<file path="config.mk">
export PLATFORM = sky130hd
export DESIGN_NAME = hcs_hub_ctrl
export DESIGN_NICKNAME = d
export VERILOG_FILES = /design/src/hcs_pkg.sv /design/src/hcs_timer_if.sv /design/src/hcs_frame_timer.sv /design/src/hcs_hub_ctrl.sv
export VERILOG_INCLUDE_DIRS = /design/src
export SDC_FILE = /design/constraint.sdc
export NUM_CORES = 1
export LEC_CHECK = 0
export ABC_AREA = 1
export BUFFER_PORTS_ARGS = -buffer_cell sky130_fd_sc_hd__buf_2
export CAP_MARGIN = 40
export CORE_ASPECT_RATIO = 1.4
export CORE_MARGIN = 2
export CORE_UTILIZATION = 60
export CTS_CLUSTER_DIAMETER = 60
export CTS_CLUSTER_SIZE = 25
export DETAILED_ROUTE_END_ITERATION = 8
export HOLD_SLACK_MARGIN = 0.05
export MAX_ROUTING_LAYER = met4
export PLACE_DENSITY = 0.82
export SLEW_MARGIN = 0
export SYNTH_ARGS = -nofsm -noshare
export SYNTH_HDL_FRONTEND = slang
export SYNTH_SLANG_ARGS = --single-unit
</file>
<file path="constraint.sdc">
create_clock -name clk_i -period 6.95 [get_ports clk_i]
set_clock_uncertainty 0.2 [all_clocks]
set_input_delay 1.0425 -clock clk_i [delete_from_list [all_inputs] [get_ports clk_i]]
set_output_delay 1.0425 -clock clk_i [all_outputs]
set_load 0.01 [all_outputs]
</file>
<file path="src/hcs_defs.svh">
`ifndef HCS_DEFS_SVH
`define HCS_DEFS_SVH
// Overview of operation
// - Set_Configuration value drives configured bit 0.
// - Remote wakeup bit 1, feature requests, starts 0.
// - Bit 2 shows endpoint 0 halt.
// - Bit 3 shows endpoint 1 halt.
// - Endpoint 0 carries enumeration and configuration requests.
// - No endpoint descriptor for endpoint 0.
// - Endpoint 1 interrupt IN sends change bitmap.
// - Sample pending changes at EOF2 each frame.
// - Bitmap: bit0 hub, bits1-4 ports, rest zero.
// - Empty bitmap answers IN with NAK.
// - Nonzero bitmap answers IN with one byte.
// - Keep reporting change until host clears it.
// - No change reports before configuration.
// - Stop oscillator while suspended.
// - Controller state clears to zero at power-up.
// - 12 MHz frame timer restarts on SOF.

// ****************************************************************
// Controller state field positions
// ****************************************************************
`define HCS_CSR_CFG_BIT     0
`define HCS_CSR_RWAKE_BIT   1
`define HCS_CSR_EP0STL_BIT  2
`define HCS_CSR_EP1STL_BIT  3
`define HCS_CSR_RESET       4'h0

// ****************************************************************
// Change bitmap layout
// ****************************************************************
`define HCS_MAP_HUB_BIT     0
`define HCS_MAP_PORT_LSB    1
`define HCS_MAP_RSVD        3'h0
`define HCS_MAP_RESET       8'h00

// ****************************************************************
// Frame timing
// ****************************************************************
`define HCS_CLK_HZ          200_000_000
`define HCS_BIT_HZ          12_000_000
`define HCS_FRAME_BITS      12_000
`define HCS_EOF2_BITS       10
`endif

</file>
<file path="src/hcs_pkg.sv">
package hcs_pkg;
  typedef enum logic [1:0] {
    HCS_ANS_NONE  = 2'b00,
    HCS_ANS_NAK   = 2'b01,
    HCS_ANS_STALL = 2'b10,
    HCS_ANS_DATA  = 2'b11
  } hcs_answer_type;
endpackage

</file>
<file path="src/hcs_timer_if.sv">
interface hcs_timer_if;
  logic sof;
  logic run;
  logic eof2;
  modport ctrl  (output sof, output run, input eof2);
  modport timer (input sof, input run, output eof2);
endinterface

</file>
<file path="src/hcs_frame_timer.sv">
`include "hcs_defs.svh"
module hcs_frame_timer
  import hcs_pkg::*;
#(
  parameter int CLK_HZ     = `HCS_CLK_HZ,
  parameter int BIT_HZ     = `HCS_BIT_HZ,
  parameter int FRAME_BITS = `HCS_FRAME_BITS,
  parameter int EOF2_BITS  = `HCS_EOF2_BITS
) (
  // Clock and reset
  input  wire logic  clk_i,
  input  wire logic  reset_i,
  // Link to controller
  hcs_timer_if.timer tmr
);
  localparam int AW = $clog2(CLK_HZ + BIT_HZ);
  localparam int CW = $clog2(FRAME_BITS + 1);
  localparam logic [AW-1:0] STEP = AW'(BIT_HZ);
  localparam logic [AW-1:0] WRAP = AW'(CLK_HZ);
  localparam logic [CW-1:0] EOF2_AT = CW'(FRAME_BITS - EOF2_BITS);
  localparam logic [CW-1:0] LAST = CW'(FRAME_BITS - 1);

  logic [AW-1:0] acc_q;
  logic [AW-1:0] acc_d;
  logic [CW-1:0] bit_cnt_q;
  logic [CW-1:0] bit_cnt_d;
  logic          eof2_q;
  logic          eof2_d;
  logic          tick;

  // ****************************************************************
  // Fractional 12 MHz bit tick
  // ****************************************************************
  // The system clock is no integer multiple of the bit rate, so a
  // phase accumulator keeps the long-term rate exact at the cost of
  // a little jitter on each tick.
  always_comb begin
    tick      = 1'b0;
    acc_d     = acc_q;
    bit_cnt_d = bit_cnt_q;
    eof2_d    = 1'b0;
    if (tmr.sof) begin
      acc_d     = '0;
      bit_cnt_d = '0;
    end else if (tmr.run) begin
      if (acc_q + STEP >= WRAP) begin
        acc_d = acc_q + STEP - WRAP;
        tick  = 1'b1;
      end else begin
        acc_d = acc_q + STEP;
      end
      if (tick) begin
        bit_cnt_d = (bit_cnt_q == LAST) ? '0 : bit_cnt_q + CW'(1);
        eof2_d    = (bit_cnt_d == EOF2_AT);
      end
    end
  end

  always_ff @(posedge clk_i) begin
    if (reset_i) begin
      acc_q     <= '0;
      bit_cnt_q <= '0;
      eof2_q    <= 1'b0;
    end else begin
      acc_q     <= acc_d;
      bit_cnt_q <= bit_cnt_d;
      eof2_q    <= eof2_d;
    end
  end

  assign tmr.eof2 = eof2_q;
endmodule

</file>
<file path="src/hcs_hub_ctrl.sv">
`include "hcs_defs.svh"
module hcs_hub_ctrl
  import hcs_pkg::*;
#(
  parameter int NUM_PORTS  = 4,
  parameter int FRAME_BITS = `HCS_FRAME_BITS
) (
  // Clock and reset
  input  wire logic                 clk_i,
  input  wire logic                 reset_i,
  // Decoded endpoint 0 requests, one-cycle pulses
  input  wire logic                 set_config_i,
  input  wire logic [7:0]           config_value_i,
  input  wire logic                 set_rwake_i,
  input  wire logic                 clear_rwake_i,
  input  wire logic                 ep0_stall_i,
  input  wire logic                 ep0_setup_i,
  input  wire logic                 ep1_halt_set_i,
  input  wire logic                 ep1_halt_clear_i,
  // Token events from the serial engine
  input  wire logic                 sof_i,
  input  wire logic                 ep1_in_i,
  // Pending change flags, levels
  input  wire logic                 hub_change_i,
  input  wire logic [NUM_PORTS-1:0] port_change_i,
  // Power state
  input  wire logic                 suspend_i,
  // Endpoint 1 answer
  output logic                      ep1_nak_o,
  output logic                      ep1_stall_o,
  output logic                      ep1_data_valid_o,
  output logic [7:0]                ep1_data_o,
  // Status
  output logic [3:0]                ctrl_state_o,
  output logic [7:0]                change_map_o,
  output logic                      osc_run_o
);

  hcs_timer_if tmr_if ();

  // ****************************************************************
  // Frame timer
  // ****************************************************************
  // Only the frame length is overridden; the clock and bit rates
  // come from the shared constants.
  hcs_frame_timer #(
    .FRAME_BITS (FRAME_BITS)
  ) u_timer (
    .clk_i   (clk_i),
    .reset_i (reset_i),
    .tmr     (tmr_if.timer)
  );

  // The timer only counts while the hub is awake; a suspended hub
  // has no clock, so the frame position is simply held.
  assign tmr_if.sof = sof_i;
  assign tmr_if.run = ~suspend_i;

  // ****************************************************************
  // Controller state register
  // ****************************************************************
  logic [3:0] state_q;
  logic [3:0] state_d;

  // Endpoint 0 only ever answers control transfers; descriptor
  // contents, including the absence of an endpoint 0 descriptor,
  // live in the request engine outside this block.
  always_comb begin
    state_d = state_q;
    if (set_config_i) begin
      state_d[`HCS_CSR_CFG_BIT] = |config_value_i;
    end
    if (clear_rwake_i) begin
      state_d[`HCS_CSR_RWAKE_BIT] = 1'b0;
    end
    if (set_rwake_i) begin
      state_d[`HCS_CSR_RWAKE_BIT] = 1'b1;
    end
    // A new SETUP lifts the endpoint 0 halt; a stall in the same
    // cycle wins so that the event is never lost.
    if (ep0_setup_i) begin
      state_d[`HCS_CSR_EP0STL_BIT] = 1'b0;
    end
    if (ep0_stall_i) begin
      state_d[`HCS_CSR_EP0STL_BIT] = 1'b1;
    end
    // As for endpoint 0, a halt request beats a clear in one cycle.
    if (ep1_halt_clear_i) begin
      state_d[`HCS_CSR_EP1STL_BIT] = 1'b0;
    end
    if (ep1_halt_set_i) begin
      state_d[`HCS_CSR_EP1STL_BIT] = 1'b1;
    end
  end

  // Every bit of the controller state starts clear, so the hub comes
  // up unconfigured, without wakeup and with no endpoint halted.
  always_ff @(posedge clk_i) begin
    if (reset_i) begin
      state_q <= `HCS_CSR_RESET;
    end else begin
      state_q <= state_d;
    end
  end

  assign ctrl_state_o = state_q;

  // ****************************************************************
  // Change bitmap
  // ****************************************************************
  logic [7:0] map_q;
  logic [7:0] map_d;
  logic [7:0] fresh_map;
  logic       configured;

  assign configured = state_q[`HCS_CSR_CFG_BIT];

  // Each port flag lands at its own bit above the hub bit; the bits
  // above the last port keep the reserved value of zero.
  always_comb begin
    fresh_map = `HCS_MAP_RESET;
    fresh_map[`HCS_MAP_HUB_BIT] = hub_change_i;
    for (int p = 0; p < NUM_PORTS; p++) begin
      fresh_map[`HCS_MAP_PORT_LSB + p] = port_change_i[p];
    end
  end

  // The bitmap is resampled every frame from the live change flags,
  // so a change stays reported until the host clears its flag.
  // Clearing it while unconfigured means that nothing is reported before
  // configuration; flags still pending then show at the first EOF2 after it.
  always_comb begin
    map_d = map_q;
    if (!configured) begin
      map_d = `HCS_MAP_RESET;
    end else if (tmr_if.eof2) begin
      map_d = fresh_map;
    end
  end

  always_ff @(posedge clk_i) begin
    if (reset_i) begin
      map_q <= `HCS_MAP_RESET;
    end else begin
      map_q <= map_d;
    end
  end

  assign change_map_o = map_q;

  // ****************************************************************
  // Endpoint 1 answer
  // ****************************************************************
  hcs_answer_type ans_q;
  hcs_answer_type ans_d;
  logic [7:0]     data_q;
  logic [7:0]     data_d;

  logic           ep1_halted;
  logic           map_empty;

  assign ep1_halted = state_q[`HCS_CSR_EP1STL_BIT];
  assign map_empty  = (map_q == `HCS_MAP_RESET);

  // A halted endpoint answers STALL before anything else, so a host
  // that halted it never sees stale data. The data byte is left alone
  // on NAK and STALL; it shows the last byte sent, or zero before the first.
  // Endpoint 0 has no answer path here: it is served by the request
  // engine, which also owns the descriptors.
  always_comb begin
    ans_d  = HCS_ANS_NONE;
    data_d = data_q;
    if (ep1_in_i) begin
      if (ep1_halted) begin
        ans_d = HCS_ANS_STALL;
      end else if (!configured || map_empty) begin
        ans_d = HCS_ANS_NAK;
      end else begin
        ans_d  = HCS_ANS_DATA;
        data_d = map_q;
      end
    end
  end

  always_ff @(posedge clk_i) begin
    if (reset_i) begin
      ans_q  <= HCS_ANS_NONE;
      data_q <= `HCS_MAP_RESET;
    end else begin
      ans_q  <= ans_d;
      data_q <= data_d;
    end
  end

  // Exactly one answer flag is high for one cycle after each token.
  assign ep1_nak_o        = (ans_q == HCS_ANS_NAK);
  assign ep1_stall_o      = (ans_q == HCS_ANS_STALL);
  assign ep1_data_valid_o = (ans_q == HCS_ANS_DATA);
  assign ep1_data_o       = data_q;

  // ****************************************************************
  // Oscillator control
  // ****************************************************************
  logic osc_q;
  logic osc_d;

  // The enable is registered so the pad driver sees a clean level;
  // the oscillator restarts one cycle after suspend is lifted.
  always_comb begin
    osc_d = ~suspend_i;
  end

  // Out of reset the oscillator runs, because a freshly powered hub
  // must be able to answer its enumeration at once.
  always_ff @(posedge clk_i) begin
    if (reset_i) begin
      osc_q <= 1'b1;
    end else begin
      osc_q <= osc_d;
    end
  end

  assign osc_run_o = osc_q;
endmodule

</file>
Word level (Yosys, flattened, before mapping)
Index checks and enable logic that the tools add are counted.
{"block": "classes", "n_mux": 13, "eq_ne": 5, "addsub": 3, "order_cmp": 1, "reduce_logical": 14, "bitwise": 6}
{"cell": "adder 28 x 24 -> 28 bit (second input constant)", "n": 1}
{"cell": "equality test 14 bit (second input constant)", "n": 2}
{"cell": ">= comparator 28 bit (second input constant)", "n": 1}
{"cell": "two-way mux 28 bit", "n": 1}
{"cell": "subtractor 28 bit (second input constant)", "n": 1}
{"cell": "adder 14 x 1 -> 14 bit (second input constant)", "n": 1}
{"cell": "two-way mux 14 bit", "n": 1}
{"cell": "two-way mux 1 bit", "n": 9}
{"cell": "logical NOT 8 bit", "n": 1}
{"cell": "OR reduction 8 bit", "n": 1}
{"cell": "NOT 1 bit", "n": 6}
{"cell": "nonzero test 2 bit", "n": 3}
{"cell": "OR reduction 2 bit", "n": 3}
{"cell": "equality test 2 bit (second input constant)", "n": 2}
{"cell": "two-way mux 2 bit", "n": 2}
{"cell": "OR reduction 4 bit", "n": 1}
{"cell": "AND reduction 3 bit", "n": 1}
{"cell": "OR reduction 3 bit", "n": 1}
{"cell": "equality test 2 x 1 -> 1 bit (second input constant)", "n": 1}
{"cell": "AND reduction 2 bit", "n": 1}
{"cell": "logical NOT 1 bit", "n": 1}
{"cell": "logical OR 1 bit", "n": 1}
{"block": "totals", "input_bits": 25, "out_inout_bits": 24, "register_bits": 60, "word_cells": 54}

Logic depth before layout (Yosys ltp)
Gate-level depths: netlist of the first run.
{"block": "depth", "depth_word": 7, "ltp_mapped": 22, "ltp_nobuf": 22}

Modules after synthesis
From an unflattened synthesis of the first run, not the netlist that was laid out.
{"block": "unflattened", "hier_cells": 678, "hier_area_um2": 4017.6}
{"mod": "hcs_frame_timer", "n_inst": 1, "area_per_inst_um2": 3208.1, "seq_area_each_um2": 700.7, "cells_each": 566}
{"mod": "hcs_hub_ctrl", "n_inst": 1, "area_per_inst_um2": 809.5, "seq_area_each_um2": 340.3, "cells_each": 112}

Worst setup path before layout of the first run
Ideal clock, no wire load.
{"block": "synth_path", "path_kind": "input port to flip-flop", "start": "input port reset_i", "end": "register u_timer.eof2_q, in the netlist u_timer.tmr.eof2", "setup_ns": 0.064, "t_required_ns": 6.686, "path_slack_ns": 4.550, "n_path_buf": 1, "arrival_ns": 2.136, "path_stages": 10, "cell_sequence": "clkbuf_1 nor2_1 nand2_1 nor3_1 nand3_1 nor2_1 nand3_1 nor3_1 nand3b_1 nor2_1"}
{"block": "synth_between", "elab_chain_cells": 1}
{"element": "start: declaration", "line_no": "hcs_hub_ctrl.sv:10", "rtl": "input wire logic reset_i,"}
{"element": "OR reduction 4 bit (no source line)"}
{"element": "end signal: assignment", "line_no": "hcs_frame_timer.sv:67", "rtl": "eof2_q <= eof2_d;"}
{"element": "end: declaration", "line_no": "hcs_frame_timer.sv:27", "rtl": "logic eof2_q;"}
No other way between the ends.
A chain may end at the register's enable or synchronous reset.

Final worst setup path of the first run
{"block": "layout_path", "start": "register u_timer.acc_q[8]", "end": "register u_timer.bit_cnt_q[5]"}
{"block": "layout_between", "elab_chain_cells": 6}
{"element": "start: declaration", "line_no": "hcs_frame_timer.sv:23", "rtl": "logic [AW-1:0] acc_q;"}
{"element": "start signal: assignment", "line_no": "hcs_frame_timer.sv:61", "rtl": "acc_q <= '0;"}
{"element": "start signal: assignment", "line_no": "hcs_frame_timer.sv:65", "rtl": "acc_q <= acc_d;"}
{"element": "adder 28 x 24 -> 28 bit", "line_no": "hcs_frame_timer.sv:46", "rtl": "if (acc_q + STEP >= WRAP) begin"}
{"element": ">= comparator 28 bit", "line_no": "hcs_frame_timer.sv:46"}
{"element": "two-way mux 1 bit", "line_no": "hcs_frame_timer.sv:46"}
{"element": "two-way mux 1 bit", "line_no": "hcs_frame_timer.sv:45", "rtl": "end else if (tmr.run) begin"}
{"element": "two-way mux 1 bit", "line_no": "hcs_frame_timer.sv:42", "rtl": "if (tmr.sof) begin"}
{"element": "AND reduction 2 bit (no source line)"}
{"element": "end signal: assignment", "line_no": "hcs_frame_timer.sv:66", "rtl": "bit_cnt_q <= bit_cnt_d;"}
{"element": "end: declaration", "line_no": "hcs_frame_timer.sv:25", "rtl": "logic [CW-1:0] bit_cnt_q;"}
No other way between the ends. The select of a mux whose other input is x is not followed.

==> results of run 1 <==
==> final cells by class <==
type / count / area (um2)
Clock buffer: 6 / 72.6
Clock inverter: 2 / 13.8
Fill cell: 613 / 2110
Inverter: 95 / 357
Multi-Input combinational cell: 496 / 2350
Sequential cell: 52 / 1040
Tap cell: 72 / 90.1
Timing Repair Buffer: 43 / 218
==> registers in the layout (all words and copies together) (netlist names) <==
signal and count:
change_map_o 5, osc_run_o 1, ep1_data_o 5, u_timer.tmr.eof2 1
u_timer.bit_cnt_q 14, u_timer.acc_q 20, ans_q 2, ctrl_state_o 4
==> cells by family after synthesis <==
logic type / after synthesis / share of synthesized area
AND/OR/NAND/NOR: 398 / 0.447
buffers and inverters: 118 / 0.129
AO/OA/AOI/OAI: 73 / 0.104
flip-flops: 52 / 0.269
XOR/XNOR: 14 / 0.0336
adder cells (fa/ha/maj): 5 / 0.0161
other: 1 / 0.000967
==> through the flow <==
step           setup WS, ps  instance area (um2)  total power, uW  hold slack (ps)
2_1_floorplan          4550                 3890              417              274
3_3_place_gp           3820                 4060              442              262
3_5_place_dp           3730                 4060              445              272
4_1_cts                3720                 4150              621              286
5_1_grt                3330                 4150              649              312
6_report               3690                 4150              620              286
==> layout by cell type (no fill, tap or decap), types with 3 or more instances in the layout <==
cell type and count:
nand2_1 189, xor2_1 8, inv_2 7, buf_2 42, xnor2_1 5, nand4_1 3, clkbuf_8 5, nand3_1 94
o21ai_0 20, nand3b_1 4, nor2_1 74, nor2_2 7, dfxtp_1 52, conb_1 6, inv_1 88, nand2_2 8
nor3_1 10, ha_1 5, a21oi_1 42
==> worst max path at each step <==
stage | to | slack [ps] | cells after the start
floorplan | u_timer.tmr.eof2 | 4550 | 10
global route | u_timer.bit_cnt_q[5] | 3330 | 20
global placement | u_timer.bit_cnt_q[5] | 3820 | 20
detailed placement | u_timer.bit_cnt_q[5] | 3730 | 20
CTS | u_timer.bit_cnt_q[5] | 3720 | 20
finish | u_timer.bit_cnt_q[5] | 3690 | 20
==> critical path, cell delays in order (launching register included) <==
cell and delay [ps]:
dfxtp_1 360, inv_1 80, ha_1 190, inv_1 60, nand2_1 90, nand2_2 120
nand2_2 100, inv_2 80, nand3b_1 90, nand2_1 70, nand2_1 50, nand2_2 80
inv_1 70, nand2_1 60, nor2_1 60, a21oi_4 470, nand2_4 440, nand2_1 250
nand2_1 70, nand2_1 60, nor2_1 40
==> power by group <==
part	internal [uW]	total, uW	leakage [uW]	switching (uW)
Clock	72.1	179	0.0000456	106
Sequential	306	314	0.000423	8.22
Combinational	43.0	127	0.00162	84.2
==> layer usage <==
metal / share of wire / routed length, um / GRT usage
met3: 0.033 / 331 / 0.0334
met1: 0.40 / 4040 / 0.319
met4: 0.033 / 329 / 0.148
met2: 0.53 / 5330 / 0.540
met5: 0 / 0 / -
==> results.sh, run 1 <==
export IMPL_antenna_found_initial=0
export IMPL_die_h_um=99.1
export IMPL_startpoint="u_timer.acc_q[8]"
export IMPL_clkTransAtPathRegs_ps=100
export IMPL_synth_warnings=0
export IMPL_hold_depth=1
export IMPL_core_area_um2=6250
export IMPL_worst_pin_slew_ps=826
export IMPL_first_pass_iters=4
export IMPL_htree_levels=2
export IMPL_clk_latency_ps=320
export IMPL_critical_path_class="reg2reg"
export IMPL_area_growth_pct=6.94
export IMPL_grt_pass1_vias=3992
export IMPL_port_buffers=42
export IMPL_rows=34
export IMPL_synth_top_cells_by_count="nand2_1 (189), nand3_1 (94), inv_1 (88)"
export IMPL_clockRootBuffer="clkbuf_8"
export IMPL_fin_nets=723
export IMPL_cts_buffers=5
export IMPL_synth_most_common_cell="nand2_1"
export IMPL_synth_seq_cells=52
export IMPL_num_vias=4239
export IMPL_synth_edff_count=0
export IMPL_hold_path_class="reg2reg"
export IMPL_place_hpwl_um=7520
export IMPL_drive_above_1_share=0.120
export IMPL_hold_viol_final=0
export IMPL_grt_usage=0.300
export IMPL_leakage_uw=0.00209
export IMPL_placed_cells=758
export IMPL_synth_cell_types=38
export IMPL_async_reset_ff_frac=0
export IMPL_grt_pass1_wl_um=17000
export IMPL_postCtsHoldBufs=0
export IMPL_status="finished clean"
export IMPL_fin_crit_sh=0.469
export IMPL_end_kind="flip-flop"
export IMPL_rr_worst_depth=20
export IMPL_die_area_um2=7130
export IMPL_tns_ps=0
export IMPL_crit_arrival_ps=3230
export IMPL_setup_viol=0
export IMPL_rsz0062_at_grt="false"
export IMPL_post_cts_resize_count=0
export IMPL_r2r_end="u_timer.bit_cnt_q[5]"
export IMPL_diodes=0
export IMPL_syn_area_per_cell_um2=5.86
export IMPL_synth_largest_area_cell="dfxtp_1"
export IMPL_gp_congestion=1.01
export IMPL_cts_setup_buffers=0
export IMPL_period_needed_ps=3260
export IMPL_mappedNetlistArea_um2=3880
export IMPL_num_io_pins=49
export IMPL_fmax_ghz=0.307
export IMPL_viasPerCell=5.53
export IMPL_cp_start_kind="flip-flop"
export IMPL_ir_drop_mv=0.132
export IMPL_grt_max_degree=47
export IMPL_rrSetupSlack_ps=3690
export IMPL_power_density_nw_per_um2=149
export IMPL_yosysSeqAreaShare=0.269
export IMPL_final_util=0.663
export IMPL_die_x_um=71.9
export IMPL_finalNonFillerCells=766
export IMPL_initial_core_util=0.620
export IMPL_synth_top_area_frac=0.269
export IMPL_r2r_start="u_timer.acc_q[8]"
export IMPL_clock_sinks=52
export IMPL_cp_data_required_time_ps=6930
export IMPL_path_max_fanout=44
export IMPL_gr_total_overflow=0
export IMPL_wire_per_inst_um=13.1
export IMPL_cap_violations=0
export IMPL_cts_tree="yes"
export IMPL_ant_nets=0
export IMPL_whs_endpoint="ans_q[0]"
export IMPL_drc=0
export IMPL_yosys_top_cells_area="dfxtp_1 (27%), nand2_1 (18%), nand3_1 (12%)"
export IMPL_wl_um=10000
export IMPL_synthCells=661
export IMPL_slew_violations=0
export IMPL_holdCritStartpoint="ctrl_state_o[3]"
export IMPL_slew_headroom=0.449
export IMPL_synth_ff_type="dfxtp_1"
export IMPL_clk_path_buf_depth=2
export IMPL_drtIter0Drc=286
(Power assumes the default switching activity.)
==> inputs of run 2 (changes only) <==
- ABC_AREA: 1 -> 0
- CORE_UTILIZATION: 60 -> 58
- PLACE_DENSITY: 0.82 -> 0.81
- clock period: 6.95 -> 3.4 ns (I/O delays scaled with it)
==> run 2 against run 1 <==
Against the previous run:
- die area is 8.2% lower
- sequential cell count unchanged
- power is 100% higher
- design area down 7.3%
- via count is 19% lower
- global-route usage fell by 2.1 points
- sequential power increased by 100%
- synthesized cell count shrank 33%
- count of clock-buffer cells in the layout decreased by 1
- non-clock buffer count is 18 higher
==> results.sh, run 2 <==
export IMPL_status="finished clean"
export IMPL_syn_area_per_cell_um2=7.71
export IMPL_synth_most_common_cell="nor2_1"
export IMPL_fin_crit_sh=0.944
export IMPL_die_area_um2=6540
export IMPL_reg_largest_list="u_timer.acc_q x20, u_timer.bit_cnt_q x14"
export IMPL_synth_top_cells_by_count="nor2_1 (57), dfxtp_1 (52), nand2_1 (33)"
export IMPL_clockRootBuffer="clkbuf_8"
export IMPL_die_x_um=68.9
export IMPL_mappedNetlistArea_um2=3420
export IMPL_drtIter0Drc=232
export IMPL_hold_path_class="in2reg"
export IMPL_synth_ff_type="dfxtp_1"
export IMPL_path_cells="inv_1, ha_2, nand2b_1, a21o_1, a31o_2, a211oi_1, or2_2, o221ai_4, buf_4, o21a_1, o311ai_0, o41ai_1"
export IMPL_synth_cell_types=65
export IMPL_synth_edff_count=0
export IMPL_leakage_uw=0.00148
export IMPL_cpPeakStageDelay_ps=340
export IMPL_synthCells=444
export IMPL_crit_arrival_ps=3180
export IMPL_end_kind="flip-flop"
export IMPL_num_fill_cells=504
export IMPL_mostFrequentLayoutCell="nor2_1"
export IMPL_synth_adder_area_share=0.0183
export IMPL_initial_core_util=0.592
export IMPL_period_needed_ps=3210
export IMPL_dpl_cell_area_um2=3690
export IMPL_grt_pass1_wl_um=13700
export IMPL_synth_compound_gate_area_share=0.230
export IMPL_rsz0062_at_grt="false"
export IMPL_clk_latency_ps=310
export IMPL_antenna_found_initial=0
export IMPL_diodes=0
export IMPL_htree_levels=2
export IMPL_fin_area_um2=3840
export IMPL_largest_register_ffs=20
export IMPL_cp_slowest_cell="dfxtp_1"
export IMPL_clock_sinks=52
export IMPL_drive_above_1_share=0.189
export IMPL_fmax_ghz=0.311
export IMPL_hold_viol_final=0
export IMPL_power_density_nw_per_um2=324
export IMPL_core_area_um2=5780
export IMPL_postCtsHoldBufs=0
export IMPL_grt_max_degree=34
export IMPL_muxShareOfSynthArea=0.0380
export IMPL_place_hpwl_um=6090
export IMPL_cp_data_required_time_ps=3370
export IMPL_synthXorXnorAreaFrac=0.0486
export IMPL_critical_path_class="reg2reg"
export IMPL_yosys_top_cells_area="dfxtp_1 (30%), nor2_1 (6.3%), o21ai_0 (4.1%)"
export IMPL_ir_drop_mv=0.282
export IMPL_top_register="u_timer.acc_q"
export IMPL_grt_usage=0.279
export IMPL_clk_path_buf_depth=2
export IMPL_port_buffers=42
export IMPL_synth_warnings=0
export IMPL_cp_start_kind="flip-flop"
export IMPL_fin_nets=516
export IMPL_gp_congestion=0.939
export IMPL_tns_ps=0
export IMPL_area_growth_pct=12.2
export IMPL_synth_largest_area_cell="dfxtp_1"
export IMPL_slew_violations=0
export IMPL_gr_total_overflow=0
export IMPL_clkTransAtPathRegs_ps=100
export IMPL_final_cell_mix="nor2_1 (57), dfxtp_1 (52), buf_2 (42), nand2_1 (33), o21ai_0 (28)"
export IMPL_drc=0
export IMPL_wl_um=8500
export IMPL_cts_tree="yes"
export IMPL_setup_viol=0
export IMPL_first_pass_iters=5
export IMPL_synth_seq_cells=52
export IMPL_die_h_um=94.9
export IMPL_async_reset_ff_frac=0
export IMPL_worst_pin_slew_ps=750
export IMPL_synthSimpleGateAreaFrac=0.286
export IMPL_grt_pass1_vias=3095
export IMPL_synth_top_area_frac=0.304
export IMPL_synth_top_family_by_area="simple AND/OR/NAND/NOR gates"
export IMPL_cap_violations=0
export IMPL_num_io_pins=49
export IMPL_slew_headroom=0.498
export IMPL_cts_buffers=5
export IMPL_ant_nets=0
export IMPL_rows=33
export IMPL_yosysSeqAreaShare=0.304
export IMPL_viasPerCell=6.15
export IMPL_num_vias=3428
export IMPL_path_max_fanout=11
export IMPL_wire_per_inst_um=15.3
run 2: cell type report:
| cell class | count | area (um2) | share of cell area |
|---|---|---|---|
| inverter | 19 | 71.3 | 0.0186 |
| clock inverter | 3 | 42.5 | 0.0111 |
| sequential | 52 | 1040 | 0.271 |
| clock buffer | 5 | 68.8 | 0.0179 |
| multi-input combinational | 347 | 2180 | 0.567 |
| tap | 70 | 87.6 | 0.0228 |
| timing repair buffer | 61 | 353 | 0.0918 |
run 2: per-stage QoR:
stage | worst slack, ps | hold WS, ps | utilization | std cells | total power, uW
after floorplan | 363 | 265 | - | 449 | 771
after global placement | 160 | 236 | 0.639 | 548 | 816
after detailed placement | 120 | 248 | 0.639 | 548 | 820
after CTS | 97.9 | 196 | 0.658 | 556 | 1250
after global routing | 7.78 | 201 | 0.665 | 557 | 1300
final | 189 | 196 | 0.665 | 557 | 1250
run 2: critical path, delay by kind of cell (launching register included):
kind / cells / cell delay (ps)
AOI/OAI and AO/OA: 7 / 1590
adders and majority gates: 1 / 230
buffers and inverters: 2 / 280
DFF: 1 / 340
and+or+nand+nor: 2 / 440
run 2: what timing repair did:
action	4_1_cts	5_1_grt
endpoints found under the setup margin	0	22
setup buffers	0	1
gates resized for setup	0	5
run 2: path summary, 6_finish.rpt:
| path | from | endpoint | slack, ps | cells after the start |
|---|---|---|---|---|
| hold reg to reg | ctrl_state_o[3] | ans_q[0] | 270 | 1 |
| setup / recovery | u_timer.acc_q[8] | u_timer.acc_q[19] | 190 | 12 |
| setup reg to reg | u_timer.acc_q[8] | u_timer.acc_q[19] | 190 | 12 |
| hold / removal | set_config_i | ctrl_state_o[0] | 200 | 2 |
run 2: cells by family after synthesis:
logic type	Yosys count
AO/OA/AOI/OAI	112
XOR/XNOR	19
adder cells (fa/ha/maj)	5
buffers and inverters	50
flip-flops	52
multiplexers	13
other	1
AND/OR/NAND/NOR	192
run 2: per-layer routing:
metal,track usage,vias to the layer above,share of wire
met5,-,-,0
met4,0.0980,0,0.020
met3,0.0358,14,0.050
met2,0.498,119,0.52
met1,0.310,1607,0.41
li1,-,1688,-
run 2: power breakdown:
part / internal [uW] / switching, uW / leakage, uW
clock network: 218 / 217 / 0.0000541
registers: 622 / 13.8 / 0.000422
logic: 70.1 / 107 / 0.00101
